`config.mk`:
```
export PLATFORM = sky130hd
export DESIGN_NAME = ars_adc_regs
export DESIGN_NICKNAME = d
export VERILOG_FILES = /design/src/ars_pkg.sv /design/src/ars_link_if.sv /design/src/ars_bit_link.sv /design/src/ars_adc_regs.sv
export SDC_FILE = /design/constraint.sdc
export NUM_CORES = 1
export LEC_CHECK = 0
export BUFFER_PORTS_ARGS = -buffer_cell sky130_fd_sc_hd__buf_4
export CAP_MARGIN = 20
export CORE_MARGIN = 3
export CORE_UTILIZATION = 45
export CTS_BUF_LIST = sky130_fd_sc_hd__clkbuf_4 sky130_fd_sc_hd__clkbuf_8 sky130_fd_sc_hd__clkbuf_16
export CTS_CLUSTER_SIZE = 25
export DETAILED_ROUTE_END_ITERATION = 10
export PLACE_DENSITY_LB_ADDON = 0.25
export SLEW_MARGIN = 10
export SYNTH_ARGS = -nofsm -noshare
export SYNTH_HDL_FRONTEND = slang
export SYNTH_SLANG_ARGS = --single-unit
```
`constraint.sdc`:
```
create_clock -name clk_i -period 3.8 [get_ports clk_i]
set_clock_uncertainty 0.15 [all_clocks]
set_input_delay 0.76 -clock clk_i [delete_from_list [all_inputs] [get_ports clk_i]]
set_output_delay 0.76 -clock clk_i [all_outputs]
set_load 0.01 [all_outputs]
```
`src/ars_pkg.sv`:
```
// constants and types shared by the converter register access block
package ars_pkg;
  // fixed slave address base; bit 0 comes from the factory variant
  localparam logic [6:0] ADDR_BASE = 7'h48;
  localparam logic [7:0] GC_ADDR = 8'h00;
  localparam logic [7:0] GC_RESET_DATA = 8'h06;
  localparam logic [7:0] GC_ALT_DATA = 8'h04;
  // configuration register layout and reset values
  localparam logic [7:0] CFG_RESET = 8'h80;
  localparam int CFG_START_BIT = 7;
  localparam int CFG_ONE_SHOT_BIT = 4;
  localparam int CFG_GAIN_LSB = 0;
  localparam logic CFG_ONE_SHOT_RESET = 1'h0;
  localparam logic [1:0] CFG_GAIN_RESET = 2'h0;
  localparam logic CONV_ACTIVE_RESET = 1'h1;
  localparam logic [15:0] RESULT_RESET = 16'h0000;
  // read byte sequence
  localparam logic [1:0] RD_RESULT_HI = 2'h0;
  localparam logic [1:0] RD_RESULT_LO = 2'h1;
  localparam logic [1:0] RD_CONFIG = 2'h2;
  localparam logic [1:0] RD_FILL = 2'h3;
  localparam logic [7:0] FILL_BYTE = 8'hff;
  localparam logic [3:0] BITS_PER_BYTE = 4'h8;
  // serial bit engine states
  typedef enum logic [2:0] {
    LK_IDLE = 3'h0,
    LK_RX = 3'h1,
    LK_RACK = 3'h3,
    LK_RSLOT = 3'h2,
    LK_TX = 3'h6,
    LK_TACK = 3'h7
  } ars_link_st_t;
  // transaction states
  typedef enum logic [2:0] {
    TS_IDLE = 3'h0,
    TS_ADDR = 3'h1,
    TS_WFIRST = 3'h3,
    TS_WREST = 3'h2,
    TS_READ = 3'h6,
    TS_GCALL = 3'h7,
    TS_SKIP = 3'h5
  } ars_txn_st_t;
endpackage : ars_pkg

```
`src/ars_link_if.sv`:
```
// byte-level carrier between the serial bit engine and the register bank
`timescale 1ns/100ps
interface ars_link_if;
  logic start;
  logic stop;
  logic rx_valid;
  logic [7:0] rx_data;
  logic ack;
  logic go_tx;
  logic tx_next;
  logic [7:0] tx_data;
  modport link (output start, output stop, output rx_valid, output rx_data, output tx_next,
                input ack, input go_tx, input tx_data);
  modport regs (input start, input stop, input rx_valid, input rx_data, input tx_next,
                output ack, output go_tx, output tx_data);
endinterface : ars_link_if

```
`src/ars_bit_link.sv`:
```
// serial two-wire slave bit engine: start/stop detect, byte shift, ack slots
`timescale 1ns/100ps
module ars_bit_link (
  input wire logic clk_i,
  input wire logic nrst_i,
  input wire logic scl_i,
  input wire logic sda_i,
  output logic sda_o,
  output logic sda_oe_o,
  ars_link_if.link lk
);
  ars_pkg::ars_link_st_t st_ff;
  logic scl_q_ff;
  logic sda_q_ff;
  logic [3:0] cnt_ff;
  logic [7:0] shift_ff;
  logic ack_ff;
  logic read_ff;
  logic oe_ff;
  logic scl_rise;
  logic scl_fall;
  logic load_now;

  // previous line levels for edge and condition detection
  always_ff @(posedge clk_i or negedge nrst_i) begin
    if (!nrst_i) begin
      scl_q_ff <= 1'b1;
      sda_q_ff <= 1'b1;
    end else begin
      scl_q_ff <= scl_i;
      sda_q_ff <= sda_i;
    end
  end

  // bus events and byte handshakes
  assign scl_rise = scl_i & ~scl_q_ff;
  assign scl_fall = ~scl_i & scl_q_ff;
  assign lk.start = scl_i & scl_q_ff & sda_q_ff & ~sda_i;
  assign lk.stop = scl_i & scl_q_ff & ~sda_q_ff & sda_i;
  assign lk.rx_data = {shift_ff[6:0], sda_i};
  assign lk.rx_valid = (st_ff == ars_pkg::LK_RX) & scl_rise & (cnt_ff == 4'h7);
  assign load_now = scl_fall & (((st_ff == ars_pkg::LK_RSLOT) & ack_ff & read_ff) |
                                ((st_ff == ars_pkg::LK_TX) & (cnt_ff == 4'h0)));
  assign lk.tx_next = load_now;
  assign sda_o = 1'b0; // open drain: only ever pulls low
  assign sda_oe_o = oe_ff;

  // bit sequencing; bytes go out most significant bit first
  always_ff @(posedge clk_i or negedge nrst_i) begin
    if (!nrst_i) begin
      st_ff <= ars_pkg::LK_IDLE;
      cnt_ff <= 4'h0;
      shift_ff <= 8'h00;
      ack_ff <= 1'b0;
      read_ff <= 1'b0;
      oe_ff <= 1'b0;
    end else if (lk.start) begin
      st_ff <= ars_pkg::LK_RX;
      cnt_ff <= 4'h0;
      oe_ff <= 1'b0;
    end else if (lk.stop) begin
      st_ff <= ars_pkg::LK_IDLE;
      oe_ff <= 1'b0;
    end else if (load_now) begin
      st_ff <= ars_pkg::LK_TX;
      cnt_ff <= 4'h0;
      shift_ff <= lk.tx_data;
      oe_ff <= ~lk.tx_data[7]; // [RQ16]
    end else begin
      case (st_ff)
        ars_pkg::LK_RX: begin
          if (scl_rise) begin
            shift_ff <= lk.rx_data;
            cnt_ff <= cnt_ff + 4'h1;
            if (cnt_ff == 4'h7) begin
              ack_ff <= lk.ack;
              read_ff <= lk.go_tx;
              st_ff <= ars_pkg::LK_RACK;
            end
          end
        end
        ars_pkg::LK_RACK: begin
          if (scl_fall) begin
            oe_ff <= ack_ff;
            st_ff <= ars_pkg::LK_RSLOT;
          end
        end
        ars_pkg::LK_RSLOT: begin
          if (scl_fall) begin
            oe_ff <= 1'b0;
            cnt_ff <= 4'h0;
            st_ff <= ack_ff ? ars_pkg::LK_RX : ars_pkg::LK_IDLE; // unacked bytes end the transfer
          end
        end
        ars_pkg::LK_TX: begin
          if (scl_rise) begin
            cnt_ff <= cnt_ff + 4'h1;
          end else if (scl_fall && cnt_ff == ars_pkg::BITS_PER_BYTE) begin
            oe_ff <= 1'b0; // master owns the ack slot
            st_ff <= ars_pkg::LK_TACK;
          end else if (scl_fall) begin
            shift_ff <= {shift_ff[6:0], 1'b0};
            oe_ff <= ~shift_ff[6]; // [RQ16]
          end
        end
        ars_pkg::LK_TACK: begin
          if (scl_rise) begin
            cnt_ff <= 4'h0;
            st_ff <= sda_i ? ars_pkg::LK_IDLE : ars_pkg::LK_TX; // [RQ11]
          end
        end
        default: begin
          st_ff <= ars_pkg::LK_IDLE;
        end
      endcase
    end
  end
endmodule : ars_bit_link

```
`src/ars_adc_regs.sv`:
```
// register access block of a 12-bit converter behind a two-wire serial slave port
// Contract
// [RQ1] result is 12-bit code sign-extended to 16
// [RQ2] result reads zero until first conversion done
// [RQ3] configuration register is 8 bits, resets 80h
// [RQ4] one-shot: writing start bit one starts conversion
// [RQ5] continuous mode ignores written start bit
// [RQ6] one-shot read: busy one, idle zero
// [RQ7] continuous mode reads start bit as one
// [RQ8] bit 4 selects one-shot, resets zero
// [RQ9] bits 1:0 select gain 1,2,4,8
// [RQ10] read returns result bytes, then configuration
// [RQ11] master may stop reading after two bytes
// [RQ12] fourth and later read bytes are FFh
// [RQ13] first written data byte goes to configuration
// [RQ14] only first write byte acked and used
// [RQ15] result register not writable over bus
// [RQ16] result high byte first, bits MSB first
// [RQ17] one-shot done: load result, clear busy
// [RQ18] general call 00h then 06h resets all
// [RQ19] fixed 7-bit address, variant picks lsb
`timescale 1ns/100ps
module ars_adc_regs #(
  parameter logic ADDR_VARIANT = 1'b0
) (
  input wire logic clk_i,
  input wire logic nrst_i,
  input wire logic scl_i,
  input wire logic sda_i,
  output logic sda_o,
  output logic sda_oe_o,
  input wire logic conv_done_i,
  input wire logic [11:0] conv_code_i,
  output logic conv_run_o,
  output logic conv_start_o,
  output logic conv_abort_o,
  output logic one_shot_select_o,
  output logic [1:0] gain_o,
  output logic [15:0] result_o
);
  ars_link_if lk ();
  ars_pkg::ars_txn_st_t txn_ff;
  ars_pkg::ars_txn_st_t nxt_txn;
  logic [15:0] result_ff;
  logic [7:0] result_lo_hold_ff;
  logic one_shot_select_ff;
  logic gain_select_hi_ff;
  logic gain_select_lo_ff;
  logic conv_active_ff;
  logic conv_start_ff;
  logic conv_abort_ff;
  logic [1:0] rd_idx_ff;
  logic [6:0] own_addr;
  logic start_busy_flag;
  logic [7:0] cfg_read;
  logic wr_cfg;
  logic gc_rst;
  logic start_req;
  logic new_one_shot;

  // serial bit engine
  ars_bit_link u_link (
    .clk_i(clk_i),
    .nrst_i(nrst_i),
    .scl_i(scl_i),
    .sda_i(sda_i),
    .sda_o(sda_o),
    .sda_oe_o(sda_oe_o),
    .lk(lk.link)
  );

  // own address and the events a received byte triggers
  assign own_addr = ars_pkg::ADDR_BASE | {6'h00, ADDR_VARIANT}; // [RQ19]
  assign wr_cfg = lk.rx_valid & (txn_ff == ars_pkg::TS_WFIRST); // [RQ13] [RQ14]
  assign gc_rst = lk.rx_valid & (txn_ff == ars_pkg::TS_GCALL) & (lk.rx_data == ars_pkg::GC_RESET_DATA); // [RQ18]
  assign new_one_shot = wr_cfg ? lk.rx_data[ars_pkg::CFG_ONE_SHOT_BIT] : one_shot_select_ff;
  assign start_req = wr_cfg & lk.rx_data[ars_pkg::CFG_ONE_SHOT_BIT] &
                     lk.rx_data[ars_pkg::CFG_START_BIT] & ~conv_active_ff; // [RQ4] [RQ5]

  // start/busy as read back: live busy in one-shot, always one in continuous
  assign start_busy_flag = one_shot_select_ff ? conv_active_ff : 1'b1; // [RQ6] [RQ7]
  assign cfg_read = {start_busy_flag, 2'b00, one_shot_select_ff, 2'b00,
                     gain_select_hi_ff, gain_select_lo_ff};

  // transaction tracking: address byte, first data byte, the rest
  always_comb begin
    nxt_txn = txn_ff;
    lk.ack = 1'b0;
    lk.go_tx = 1'b0;
    if (lk.start) begin
      nxt_txn = ars_pkg::TS_ADDR;
    end else if (lk.stop) begin
      nxt_txn = ars_pkg::TS_IDLE;
    end else if (lk.rx_valid) begin
      case (txn_ff)
        ars_pkg::TS_ADDR: begin
          if (lk.rx_data[7:1] == own_addr) begin // [RQ19]
            lk.ack = 1'b1;
            lk.go_tx = lk.rx_data[0];
            nxt_txn = lk.rx_data[0] ? ars_pkg::TS_READ : ars_pkg::TS_WFIRST;
          end else if (lk.rx_data == ars_pkg::GC_ADDR) begin
            lk.ack = 1'b1; // [RQ18]
            nxt_txn = ars_pkg::TS_GCALL;
          end else begin
            nxt_txn = ars_pkg::TS_SKIP;
          end
        end
        ars_pkg::TS_WFIRST: begin
          lk.ack = 1'b1; // [RQ13]
          nxt_txn = ars_pkg::TS_WREST;
        end
        ars_pkg::TS_GCALL: begin
          lk.ack = (lk.rx_data == ars_pkg::GC_RESET_DATA) | (lk.rx_data == ars_pkg::GC_ALT_DATA); // [RQ18]
          nxt_txn = ars_pkg::TS_SKIP;
        end
        ars_pkg::TS_WREST: begin
          lk.ack = 1'b0; // [RQ14]
        end
        default: begin
          lk.ack = 1'b0;
        end
      endcase
    end
  end

  always_ff @(posedge clk_i or negedge nrst_i) begin
    if (!nrst_i) begin
      txn_ff <= ars_pkg::TS_IDLE;
    end else begin
      txn_ff <= nxt_txn;
    end
  end

  // configuration register: only the first write byte lands here
  always_ff @(posedge clk_i or negedge nrst_i) begin
    if (!nrst_i) begin
      one_shot_select_ff <= ars_pkg::CFG_ONE_SHOT_RESET; // [RQ3] [RQ8]
      gain_select_hi_ff <= ars_pkg::CFG_GAIN_RESET[1]; // [RQ9]
      gain_select_lo_ff <= ars_pkg::CFG_GAIN_RESET[0];
    end else if (gc_rst) begin
      one_shot_select_ff <= ars_pkg::CFG_ONE_SHOT_RESET; // [RQ18]
      gain_select_hi_ff <= ars_pkg::CFG_GAIN_RESET[1];
      gain_select_lo_ff <= ars_pkg::CFG_GAIN_RESET[0];
    end else if (wr_cfg) begin
      one_shot_select_ff <= lk.rx_data[ars_pkg::CFG_ONE_SHOT_BIT]; // [RQ8]
      gain_select_hi_ff <= lk.rx_data[ars_pkg::CFG_GAIN_LSB + 1]; // [RQ9]
      gain_select_lo_ff <= lk.rx_data[ars_pkg::CFG_GAIN_LSB];
    end
  end

  // conversion activity; a switch to continuous mode in the done cycle keeps it busy
  always_ff @(posedge clk_i or negedge nrst_i) begin
    if (!nrst_i) begin
      conv_active_ff <= ars_pkg::CONV_ACTIVE_RESET; // [RQ3]
    end else if (gc_rst) begin
      conv_active_ff <= ars_pkg::CONV_ACTIVE_RESET; // [RQ18]
    end else if (start_req || (wr_cfg && !new_one_shot)) begin
      conv_active_ff <= 1'b1; // [RQ4]
    end else if (conv_done_i && new_one_shot) begin
      conv_active_ff <= 1'b0; // [RQ17]
    end
  end

  // one-cycle requests to the converter core
  always_ff @(posedge clk_i or negedge nrst_i) begin
    if (!nrst_i) begin
      conv_start_ff <= 1'b0;
      conv_abort_ff <= 1'b0;
    end else begin
      conv_start_ff <= start_req; // [RQ4]
      conv_abort_ff <= gc_rst; // [RQ18]
    end
  end

  // result register: loaded only by the converter, cleared by a general call reset, never written by the bus
  always_ff @(posedge clk_i or negedge nrst_i) begin
    if (!nrst_i) begin
      result_ff <= ars_pkg::RESULT_RESET; // [RQ2]
    end else if (gc_rst) begin
      result_ff <= ars_pkg::RESULT_RESET; // [RQ18]
    end else if (conv_done_i) begin
      result_ff <= {{4{conv_code_i[11]}}, conv_code_i}; // [RQ1] [RQ17] [RQ15]
    end
  end

  // read byte index; low byte is held when the high byte leaves
  always_ff @(posedge clk_i or negedge nrst_i) begin
    if (!nrst_i) begin
      rd_idx_ff <= ars_pkg::RD_RESULT_HI;
      result_lo_hold_ff <= 8'h00;
    end else if (lk.start) begin
      rd_idx_ff <= ars_pkg::RD_RESULT_HI;
    end else if (lk.tx_next) begin
      if (rd_idx_ff == ars_pkg::RD_RESULT_HI) begin
        result_lo_hold_ff <= result_ff[7:0];
      end
      if (rd_idx_ff != ars_pkg::RD_FILL) begin
        rd_idx_ff <= rd_idx_ff + 2'h1; // [RQ12]
      end
    end
  end

  // byte offered to the bit engine at each load
  always_comb begin
    case (rd_idx_ff)
      ars_pkg::RD_RESULT_HI: lk.tx_data = result_ff[15:8]; // [RQ10] [RQ16]
      ars_pkg::RD_RESULT_LO: lk.tx_data = result_lo_hold_ff;
      ars_pkg::RD_CONFIG: lk.tx_data = cfg_read; // [RQ10]
      default: lk.tx_data = ars_pkg::FILL_BYTE; // [RQ12]
    endcase
  end

  // outputs to the converter core
  assign conv_run_o = conv_active_ff;
  assign conv_start_o = conv_start_ff;
  assign conv_abort_o = conv_abort_ff;
  assign one_shot_select_o = one_shot_select_ff;
  assign gain_o = {gain_select_hi_ff, gain_select_lo_ff};
  assign result_o = result_ff;
endmodule : ars_adc_regs

```
## Word level (Yosys, flattened, before mapping)

Cells that the tools add are included.

- Flip-flop bits (word level): 54
- Latch bits: 0
- Bits in writable memories: 0
- Memory bits (read-only): 0
- Input port bits: 17
- Memories: 0

- Add/subtract/negate cells: 2
- Multiply operators: 0
- Div/mod/pow operators: 0
- $lt $le $gt $ge: 0
- Eq/ne operators: 32
- Shifts and indexed selects: 0
- Mux-type cells: 65
- Bitwise gates (word level): 31
- Reduce and logical (&&, ||, !) cells: 27

Operator list:

| cell | count |
|---|---|
| $mux W3 | 16 |
| $mux W7 | 5 |
| $mux W16 | 2 |
| $mux W1 | 25 |
| $mux W4 | 6 |
| $pmux W8 S3 | 1 |
| $ne A5 B4 Y1 const B | 4 |
| $and A1 B1 Y1 | 19 |
| $eq A8 B3 Y1 const B | 2 |
| $ne A5 B5 Y1 const B | 3 |
| $pmux W3 S5 | 1 |
| $pmux W7 S2 | 1 |
| $reduce_and A7 Y1 | 2 |
| $pmux W4 S3 | 1 |
| $not A1 Y1 | 10 |
| $reduce_and A5 Y1 | 2 |
| $reduce_bool A5 Y1 | 2 |
| $eq A3 B2 Y1 const B | 3 |
| $eq A3 B3 Y1 const B | 3 |
| $pmux W3 S3 | 1 |
| $reduce_bool A3 Y1 | 3 |
| $logic_not A8 Y1 | 1 |
| $mux W2 | 4 |
| $ne A4 B3 Y1 const B | 2 |
| other kinds (26) | 38 |

## Depth between registers and ports, before layout

Gate-level depths: netlist (run 1).

- Depth after elaboration: 11
- Depth in mapped cells: 8

## By module

From an unflattened synthesis (run 1), not the netlist that was laid out.

- Cell total of the unflattened synthesis: 289
- Area, all modules: 2979.1 µm²

By module, submodules not included:

| module | times used | cells an instance | area each (µm²) | sequential area each (µm²) |
|---|---|---|---|---|
| ars_adc_regs | 1 | 148 | 1599.0 | 777.0 |
| ars_bit_link | 1 | 141 | 1380.1 | 478.0 |

## Worst setup path after synthesis (run 1)

No wires, ideal clock.

- Kind: input to register
- Start point: input scl_i
- End point: register u_link.shift_ff[4]
- Arrival: 2.376 ns
- Data required time: 3.522 ns
- Setup slack: 1.146 ns
- Stages on the path: 6
- Buffers on the path: 1
- Path through: nand4bb_1 or4_1 clkbuf_1 nand2_8 mux2_2 mux2_1

- Word-level cells in the longest chain between the ends: 5
- Elaborated cells between the ends (all ways): 19
- Classes of those cells: eq/ne: 4; mux: 1; bitwise: 11; reduce/logical: 3

Ends and longest elaborated chain:

| what | RTL line | source |
|---|---|---|
| start: declaration | ars_adc_regs.sv:28 | `input wire logic scl_i,` |
| $not A1 Y1 or $and A1 B1 Y1 (tied branches) | ars_bit_link.sv:37, ars_bit_link.sv:38, ars_bit_link.sv:39 |  |
| $and A1 B1 Y1, on equally long branches | ars_bit_link.sv:37, ars_bit_link.sv:39, ars_bit_link.sv:38 |  |
| $and A1 B1 Y1 (tied with other cells) | ars_bit_link.sv:42 | `assign load_now = scl_fall & (((st_ff == ars_pkg::LK_RSLOT) & ack_ff & read_ff) \|` |
| $ne A3 B2 Y1 (no line) (tied with other cells) | -- |  |
| $reduce_and A7 Y1 (no line) | -- |  |
| end signal: assignment | ars_bit_link.sv:67 | `shift_ff <= lk.tx_data;` |
| end signal: assignment | ars_bit_link.sv:73 | `shift_ff <= lk.rx_data;` |
| end signal: assignment | ars_bit_link.sv:102 | `shift_ff <= {shift_ff[6:0], 1'b0};` |
| end: declaration | ars_bit_link.sv:16 | `logic [7:0] shift_ff;` |

Several ways; a longest one is shown, not always the timed one.
A chain may end at the register's enable or synchronous reset.

## Final worst setup path (run 1)

- Start point: register u_link.st_ff[2]
- End point: register u_link.shift_ff[4]

- Word-level cells in the longest chain between the ends: 7
- Elaborated cells between the ends (all ways): 16
- Classes of those cells: eq/ne: 7; mux: 2; bitwise: 5; reduce/logical: 2

Ends and longest elaborated chain:

| what | RTL line | source |
|---|---|---|
| start: declaration | ars_bit_link.sv:12 | `ars_pkg::ars_link_st_t st_ff;` |
| start signal: assignment | ars_bit_link.sv:51 | `st_ff <= ars_pkg::LK_IDLE;` |
| start signal: assignment | ars_bit_link.sv:58 | `st_ff <= ars_pkg::LK_RX;` |
| start signal: assignment | ars_bit_link.sv:62 | `st_ff <= ars_pkg::LK_IDLE;` |
| $eq A3 B2 Y1 | ars_bit_link.sv:42 |  |
| $and A1 B1 Y1 (2 in series) | ars_bit_link.sv:42 |  |
| $or A1 B1 Y1 | ars_bit_link.sv:42 |  |
| $and A1 B1 Y1 | ars_bit_link.sv:42 |  |
| $ne A3 B2 Y1 (no line) (tied with other cells) | -- |  |
| $reduce_and A7 Y1 (no line) | -- |  |

Several ways; a longest one is shown, not always the timed one.

==> results of run 1 <==
## placed cells by master (no fill, tap or decap), types with 5 or more instances in the layout
cell type / netlist / routed
mux2i_1: 26 / 26
buf_4: 8 / 40
nor2b_1: 5 / 5
ha_1: 7 / 7
mux2_2: 5 / 5
nand2_1: 26 / 26
dfrtp_1: 47 / 47
inv_1: 12 / 12
nor2_1: 23 / 23
a21oi_1: 11 / 11
mux2_4: 9 / 9
clkbuf_8: 0 / 5
o21ai_0: 14 / 14
nand2b_1: 6 / 6
## metal layers
layer,vias up,wire [microns]
met2,62,2810
met3,4,288
met5,-,0
li1,1042,-
met4,0,44
met1,1033,3110
## sequential cells by signal, indices dropped and copies added (netlist names)
name               flops
result_o              12
conv_abort_o           1
u_link.read_ff         1
txn_ff                 3
u_link.sda_q_ff        1
conv_start_o           1
gain_select_lo_ff      1
u_link.cnt_ff          4
gain_select_hi_ff      1
result_lo_hold_ff      8
conv_run_o             1
one_shot_select_o      1
u_link.scl_q_ff        1
u_link.ack_ff          1
rd_idx_ff              2
u_link.st_ff           3
u_link.shift_ff        7
u_link.sda_oe_o        1
## path summary, 6_finish.rpt
path | start | endpoint | cells after the start
max in group asynchronous | nrst_i | u_link.cnt_ff[2]$_DFFE_PN0P_ | 1
max | u_link.st_ff[2]$_DFFE_PN0P_ | u_link.shift_ff[4]$_DFFE_PN0P_ | 5
min reg2reg | u_link.read_ff$_DFFE_PN0P_ | u_link.read_ff$_DFFE_PN0P_ | 2
max reg2reg | u_link.st_ff[2]$_DFFE_PN0P_ | u_link.shift_ff[4]$_DFFE_PN0P_ | 5
min | nrst_i | txn_ff[2]$_DFFE_PN0P_ | 1
min in group clk_i | u_link.read_ff$_DFFE_PN0P_ | u_link.read_ff$_DFFE_PN0P_ | 2
## power breakdown
part           internal (mW)  leakage (nW)  switching [mW]
sequential             0.621         0.633           0.118
combinational          0.209         0.847           0.208
clock                  0.204        0.0548           0.183
## worst register-to-register path, cell delays in order (launching register included)
cell     delay [ps]
dfrtp_1         540
or3b_1          470
or3_1           570
nand2_8         210
mux2_2          350
mux2_1          290
## cell type report
class | instances | area [sq um]
inverter | 12 | 45.0
clock inverter | 2 | 37.5
fill | 524 | 2770
timing repair buffer | 40 | 300
multi-input combinational | 197 | 1480
clock buffer | 6 | 76.3
tap | 75 | 93.8
sequential | 50 | 1250
## stage by stage
step	instances	cell area, sq um	worst slack, ps	util [%]	total power [mW]
final	382	3290	1110	54.2	1.54
after global routing	382	3290	967	54.2	1.64
after CTS	382	3290	1120	54.2	1.55
after detailed placement	374	3170	808	52.4	1.16
after global placement	374	3170	863	52.4	1.16
after floorplan	278	2900	1150	-	1.03
## cells by family after synthesis
logic type | after synthesis | synth area share, %
AND/OR/NAND/NOR | 92 | 18.0
multiplexers | 42 | 16.4
flip-flops | 50 | 43.3
other | 1 | 0.129
AO/OA/AOI/OAI | 53 | 12.9
adder cells (fa/ha/maj) | 7 | 3.02
XOR/XNOR | 2 | 0.605
buffers and inverters | 31 | 5.62
==> results.sh, run 1 <==
export IMPL_ys_warnings_count=0
export IMPL_area_growth_pct=13.5
export IMPL_synth_distinct_cells=56
export IMPL_async_reset_ff_share_pct=100
export IMPL_grtUsageMet1_pct=27.2
export IMPL_syn_instance_count=278
export IMPL_postCtsSetupBuffers=0
export IMPL_cts_root_buf="clkbuf_8"
export IMPL_io_pins=41
export IMPL_worst_setup_path_type="reg2reg"
export IMPL_die_w_microns=86.2
export IMPL_critical_path_top_delay_family="simple AND/OR/NAND/NOR gates"
export IMPL_worst_path_max_delay_cell="or3_1"
export IMPL_yosysMostFrequentCell="dfrtp_1"
export IMPL_dp_hpwl_microns=4430
export IMPL_max_freq_mhz=371
export IMPL_cp_data_arrival_time_ps=2730
export IMPL_p_per_area_nw_per_um2=470
export IMPL_grt_setup_unrepaired="false"
export IMPL_p_leak_nw=1.53
export IMPL_drt_iter0_drc=125
export IMPL_grt_pass1_vias=2071
export IMPL_fin_crit_ps=2690
export IMPL_antenna_found_initial=0
export IMPL_gp_congestion=0.831
export IMPL_use_met3_pct=2.66
export IMPL_insertedDiodeCount=0
export IMPL_synth_edf_count=0
export IMPL_slowest_delay_ps=570
export IMPL_busiest_layer="met1"
export IMPL_timing_critical_path_buf_inv=0
export IMPL_syn_nets=302
export IMPL_ys_seq_elements=50
export IMPL_place_port_buffers=39
export IMPL_fin_crit_sh_pct=70.9
export IMPL_vias_per_cell=5.60
export IMPL_ctsHtreeMaxLevel=2
export IMPL_start_util_pct=47.8
export IMPL_tritoncts="done"
export IMPL_path_clk_slew_ps=90
export IMPL_cap_violations=0
export IMPL_die_h_microns=86.2
export IMPL_whs_ps=321
export IMPL_grt_remaining_overflow=0
export IMPL_ir_drop_mv=0.239
export IMPL_core_area_sq_um=6060
export IMPL_ys_top_cells_by_area="dfrtp_1, mux2i_1, mux2_4"
export IMPL_grt_max_degree=51
export IMPL_yosysTopAreaCellShare_pct=40.6
export IMPL_final_hold_viol_count=0
export IMPL_use_met2_pct=25.7
export IMPL_tightest_slew_ps=873
export IMPL_routed_wl_microns=6250
export IMPL_syn_cell_area_sq_um=2900
export IMPL_cts_resized=0
export IMPL_slew_violations=0
export IMPL_fin_nets=330
export IMPL_num_rows=28
export IMPL_maxSlewHeadroom_pct=41.6
export IMPL_drcViolationCount=0
export IMPL_setup_viol=0
export IMPL_numCtsBuffers=5
export IMPL_hold_buffers=0
export IMPL_tns_ps=0
export IMPL_drt_pass1_iterations=5
export IMPL_vias=2141
export IMPL_status="completed"
export IMPL_insertion_delay_ps=300
export IMPL_crit_chain="or3b_1 > or3_1 > nand2_8 > mux2_2 > mux2_1"
export IMPL_cts_sinks=50
export IMPL_layout_drive_gt1_share_pct=24.4
export IMPL_ys_seq_area_share_pct=43.3
export IMPL_ff2ff_setup_slack_ps=1110
export IMPL_clockBufferDepth=2
export IMPL_synth_common_cells="dfrtp_1, mux2i_1, nand2_1, nor2_1, o21ai_0"
export IMPL_worst_setup_path_start_kind="flip-flop"
export IMPL_wl_per_cell_microns=16.4
export IMPL_yosys_area_top_type="dfrtp_1"
export IMPL_hp_class="in2async"
export IMPL_cp_data_required_time_ps=3840
export IMPL_synthFlopType="dfrtp_1"
export IMPL_syn_avg_cell_area_sq_um=10.4
export IMPL_die_area_sq_um=7440
export IMPL_grt_pass1_wl_microns=10500
export IMPL_worstPathMaxFanout=14
export IMPL_drtAntennaViolNets=0
export IMPL_setup_worst_path_end_class="flip-flop"
export IMPL_grtUsageTotal_pct=17.6
Note: power is estimated with default switching activity, not from simulation.
==> run 2: changes to the inputs <==
==> constraint.sdc (replaced) <==
create_clock -name clk_i -period 2.71 [get_ports clk_i]
set_clock_uncertainty 0.15 [all_clocks]
set_input_delay 0.542 -clock clk_i [delete_from_list [all_inputs] [get_ports clk_i]]
set_output_delay 0.542 -clock clk_i [all_outputs]
set_load 0.01 [all_outputs]
==> results.sh, run 2 (same netlist as run 1, synthesis figures left out) <==
export IMPL_status="completed"
export IMPL_max_freq_mhz=400
export IMPL_hold_buffers=0
export IMPL_tritoncts="done"
export IMPL_setup_worst_path_end_class="flip-flop"
export IMPL_routed_wl_microns=6560
export IMPL_cts_sinks=50
export IMPL_ff2ff_setup_slack_ps=210
export IMPL_die_h_microns=86.2
export IMPL_finalNonFillerCells=393
export IMPL_dp_cells=385
export IMPL_layout_drive_gt1_share_pct=27.0
export IMPL_fillers=531
export IMPL_fin_crit_sh_pct=92.3
export IMPL_layout_commonest_cell="buf_4"
export IMPL_grt_max_degree=51
export IMPL_setup_viol=0
export IMPL_vias=2246
export IMPL_maxSlewHeadroom_pct=57.1
export IMPL_total_power_mw=2.21
export IMPL_drcViolationCount=0
export IMPL_antenna_found_initial=0
export IMPL_cp_data_arrival_time_ps=2550
export IMPL_p_per_area_nw_per_um2=655
export IMPL_grtUsageTotal_pct=18.8
export IMPL_drt_pass1_iterations=4
export IMPL_postCtsSetupBuffers=0
export IMPL_die_area_sq_um=7440
export IMPL_ctsHtreeMaxLevel=2
export IMPL_die_w_microns=86.2
export IMPL_cap_violations=0
export IMPL_wl_per_cell_microns=16.7
export IMPL_cts_root_buf="clkbuf_8"
export IMPL_drt_iter0_drc=137
export IMPL_insertedDiodeCount=0
export IMPL_cp_data_required_time_ps=2760
export IMPL_drtAntennaViolNets=0
export IMPL_hp_class="in2async"
export IMPL_numCtsBuffers=5
export IMPL_reg2reg_from="u_link.scl_q_ff$_DFF_PN1_"
export IMPL_worst_setup_path_start_kind="flip-flop"
export IMPL_path_clk_slew_ps=90
export IMPL_multi_input_area_sq_um=1480
export IMPL_p_leak_nw=1.59
export IMPL_num_rows=28
export IMPL_largest_reg_flops=12
export IMPL_grt_pass1_wl_microns=11000
export IMPL_vias_per_cell=5.72
export IMPL_grt_remaining_overflow=0
export IMPL_io_pins=41
export IMPL_grt_pass1_vias=2199
export IMPL_gp_congestion=0.861
export IMPL_final_hold_viol_count=0
export IMPL_worst_setup_path_type="reg2reg"
export IMPL_dp_hpwl_microns=4770
export IMPL_crit_path_end="result_lo_hold_ff[1]$_DFFE_PN0P_"
export IMPL_cts_resized=0
export IMPL_tns_ps=0
export IMPL_grt_setup_unrepaired="false"
export IMPL_fin_crit_ps=2500
export IMPL_place_port_buffers=39
export IMPL_mostFrequentLayoutCells="buf_4, dfrtp_1, mux2i_1, nand2_1, nor2_1"
export IMPL_crit_start="u_link.scl_q_ff$_DFF_PN1_"
export IMPL_fin_nets=341
export IMPL_tightest_slew_ps=644
export IMPL_start_util_pct=47.8
export IMPL_reg2reg_depth=6
export IMPL_ir_drop_mv=0.380
export IMPL_r2r_end="result_lo_hold_ff[1]$_DFFE_PN0P_"
export IMPL_insertion_delay_ps=310
export IMPL_regArea_sq_um=1250
export IMPL_core_area_sq_um=6060
export IMPL_worstPathMaxFanout=8
export IMPL_slew_violations=0
export IMPL_area_growth_pct=16.3
export IMPL_clockBufferDepth=2
## run 2: metrics by stage
stage | hold WS [ps] | utilization [%] | cell area, sq um | worst slack (ps)
5_1_grt | 136 | 55.6 | 3370 | 116
3_5_place_dp | 315 | 53.7 | 3260 | 117
2_1_floorplan | 96.4 | - | 2900 | 259
6_report | 92.2 | 55.6 | 3370 | 209
4_1_cts | 123 | 55.6 | 3370 | 210
3_3_place_gp | 310 | 53.7 | 3260 | 163
## run 2: layer usage
layer	track usage [%]	up-vias	share of wire (%)
li1	-	1060	-
met1	26.8	1114	46
met2	28.7	65	47
met3	3.61	7	5.8
met4	6.80	0	1.4
met5	0	-	0
## run 2: critical path: stages (launching register included)
cell	delay [ps]
dfstp_2	600
or3b_1	400
or3_1	490
nand2_8	120
buf_4	190
nand2_8	100
mux2_4	320
## run 2: area by class of cell
type,instances,area share (%)
tap,75,2.78
clock inverter,2,1.11
multi-input combinational,197,43.9
clock buffer,6,2.27
inverter,12,1.34
timing repair buffer,51,11.4
sequential,50,37.2
## run 2: where the power goes
group / switching [mW] / internal [mW] / total [mW]
logic: 0.347 / 0.320 / 0.667
registers: 0.125 / 0.871 / 0.997
clock network: 0.258 / 0.286 / 0.544
## run 2: how the worst min path moves through the flow
stage          slack (ps)                           to                       start
2_1_floorplan         100       conv_abort_o$_DFF_PN0_                      nrst_i
3_3_place_gp          310   u_link.read_ff$_DFFE_PN0P_  u_link.read_ff$_DFFE_PN0P_
3_5_place_dp          320   u_link.read_ff$_DFFE_PN0P_  u_link.read_ff$_DFFE_PN0P_
4_1_cts               120  u_link.sda_oe_o$_DFFE_PN0P_                      nrst_i
5_1_grt               140        txn_ff[2]$_DFFE_PN0P_                      nrst_i
6_report               90        txn_ff[1]$_DFFE_PN0P_                      nrst_i
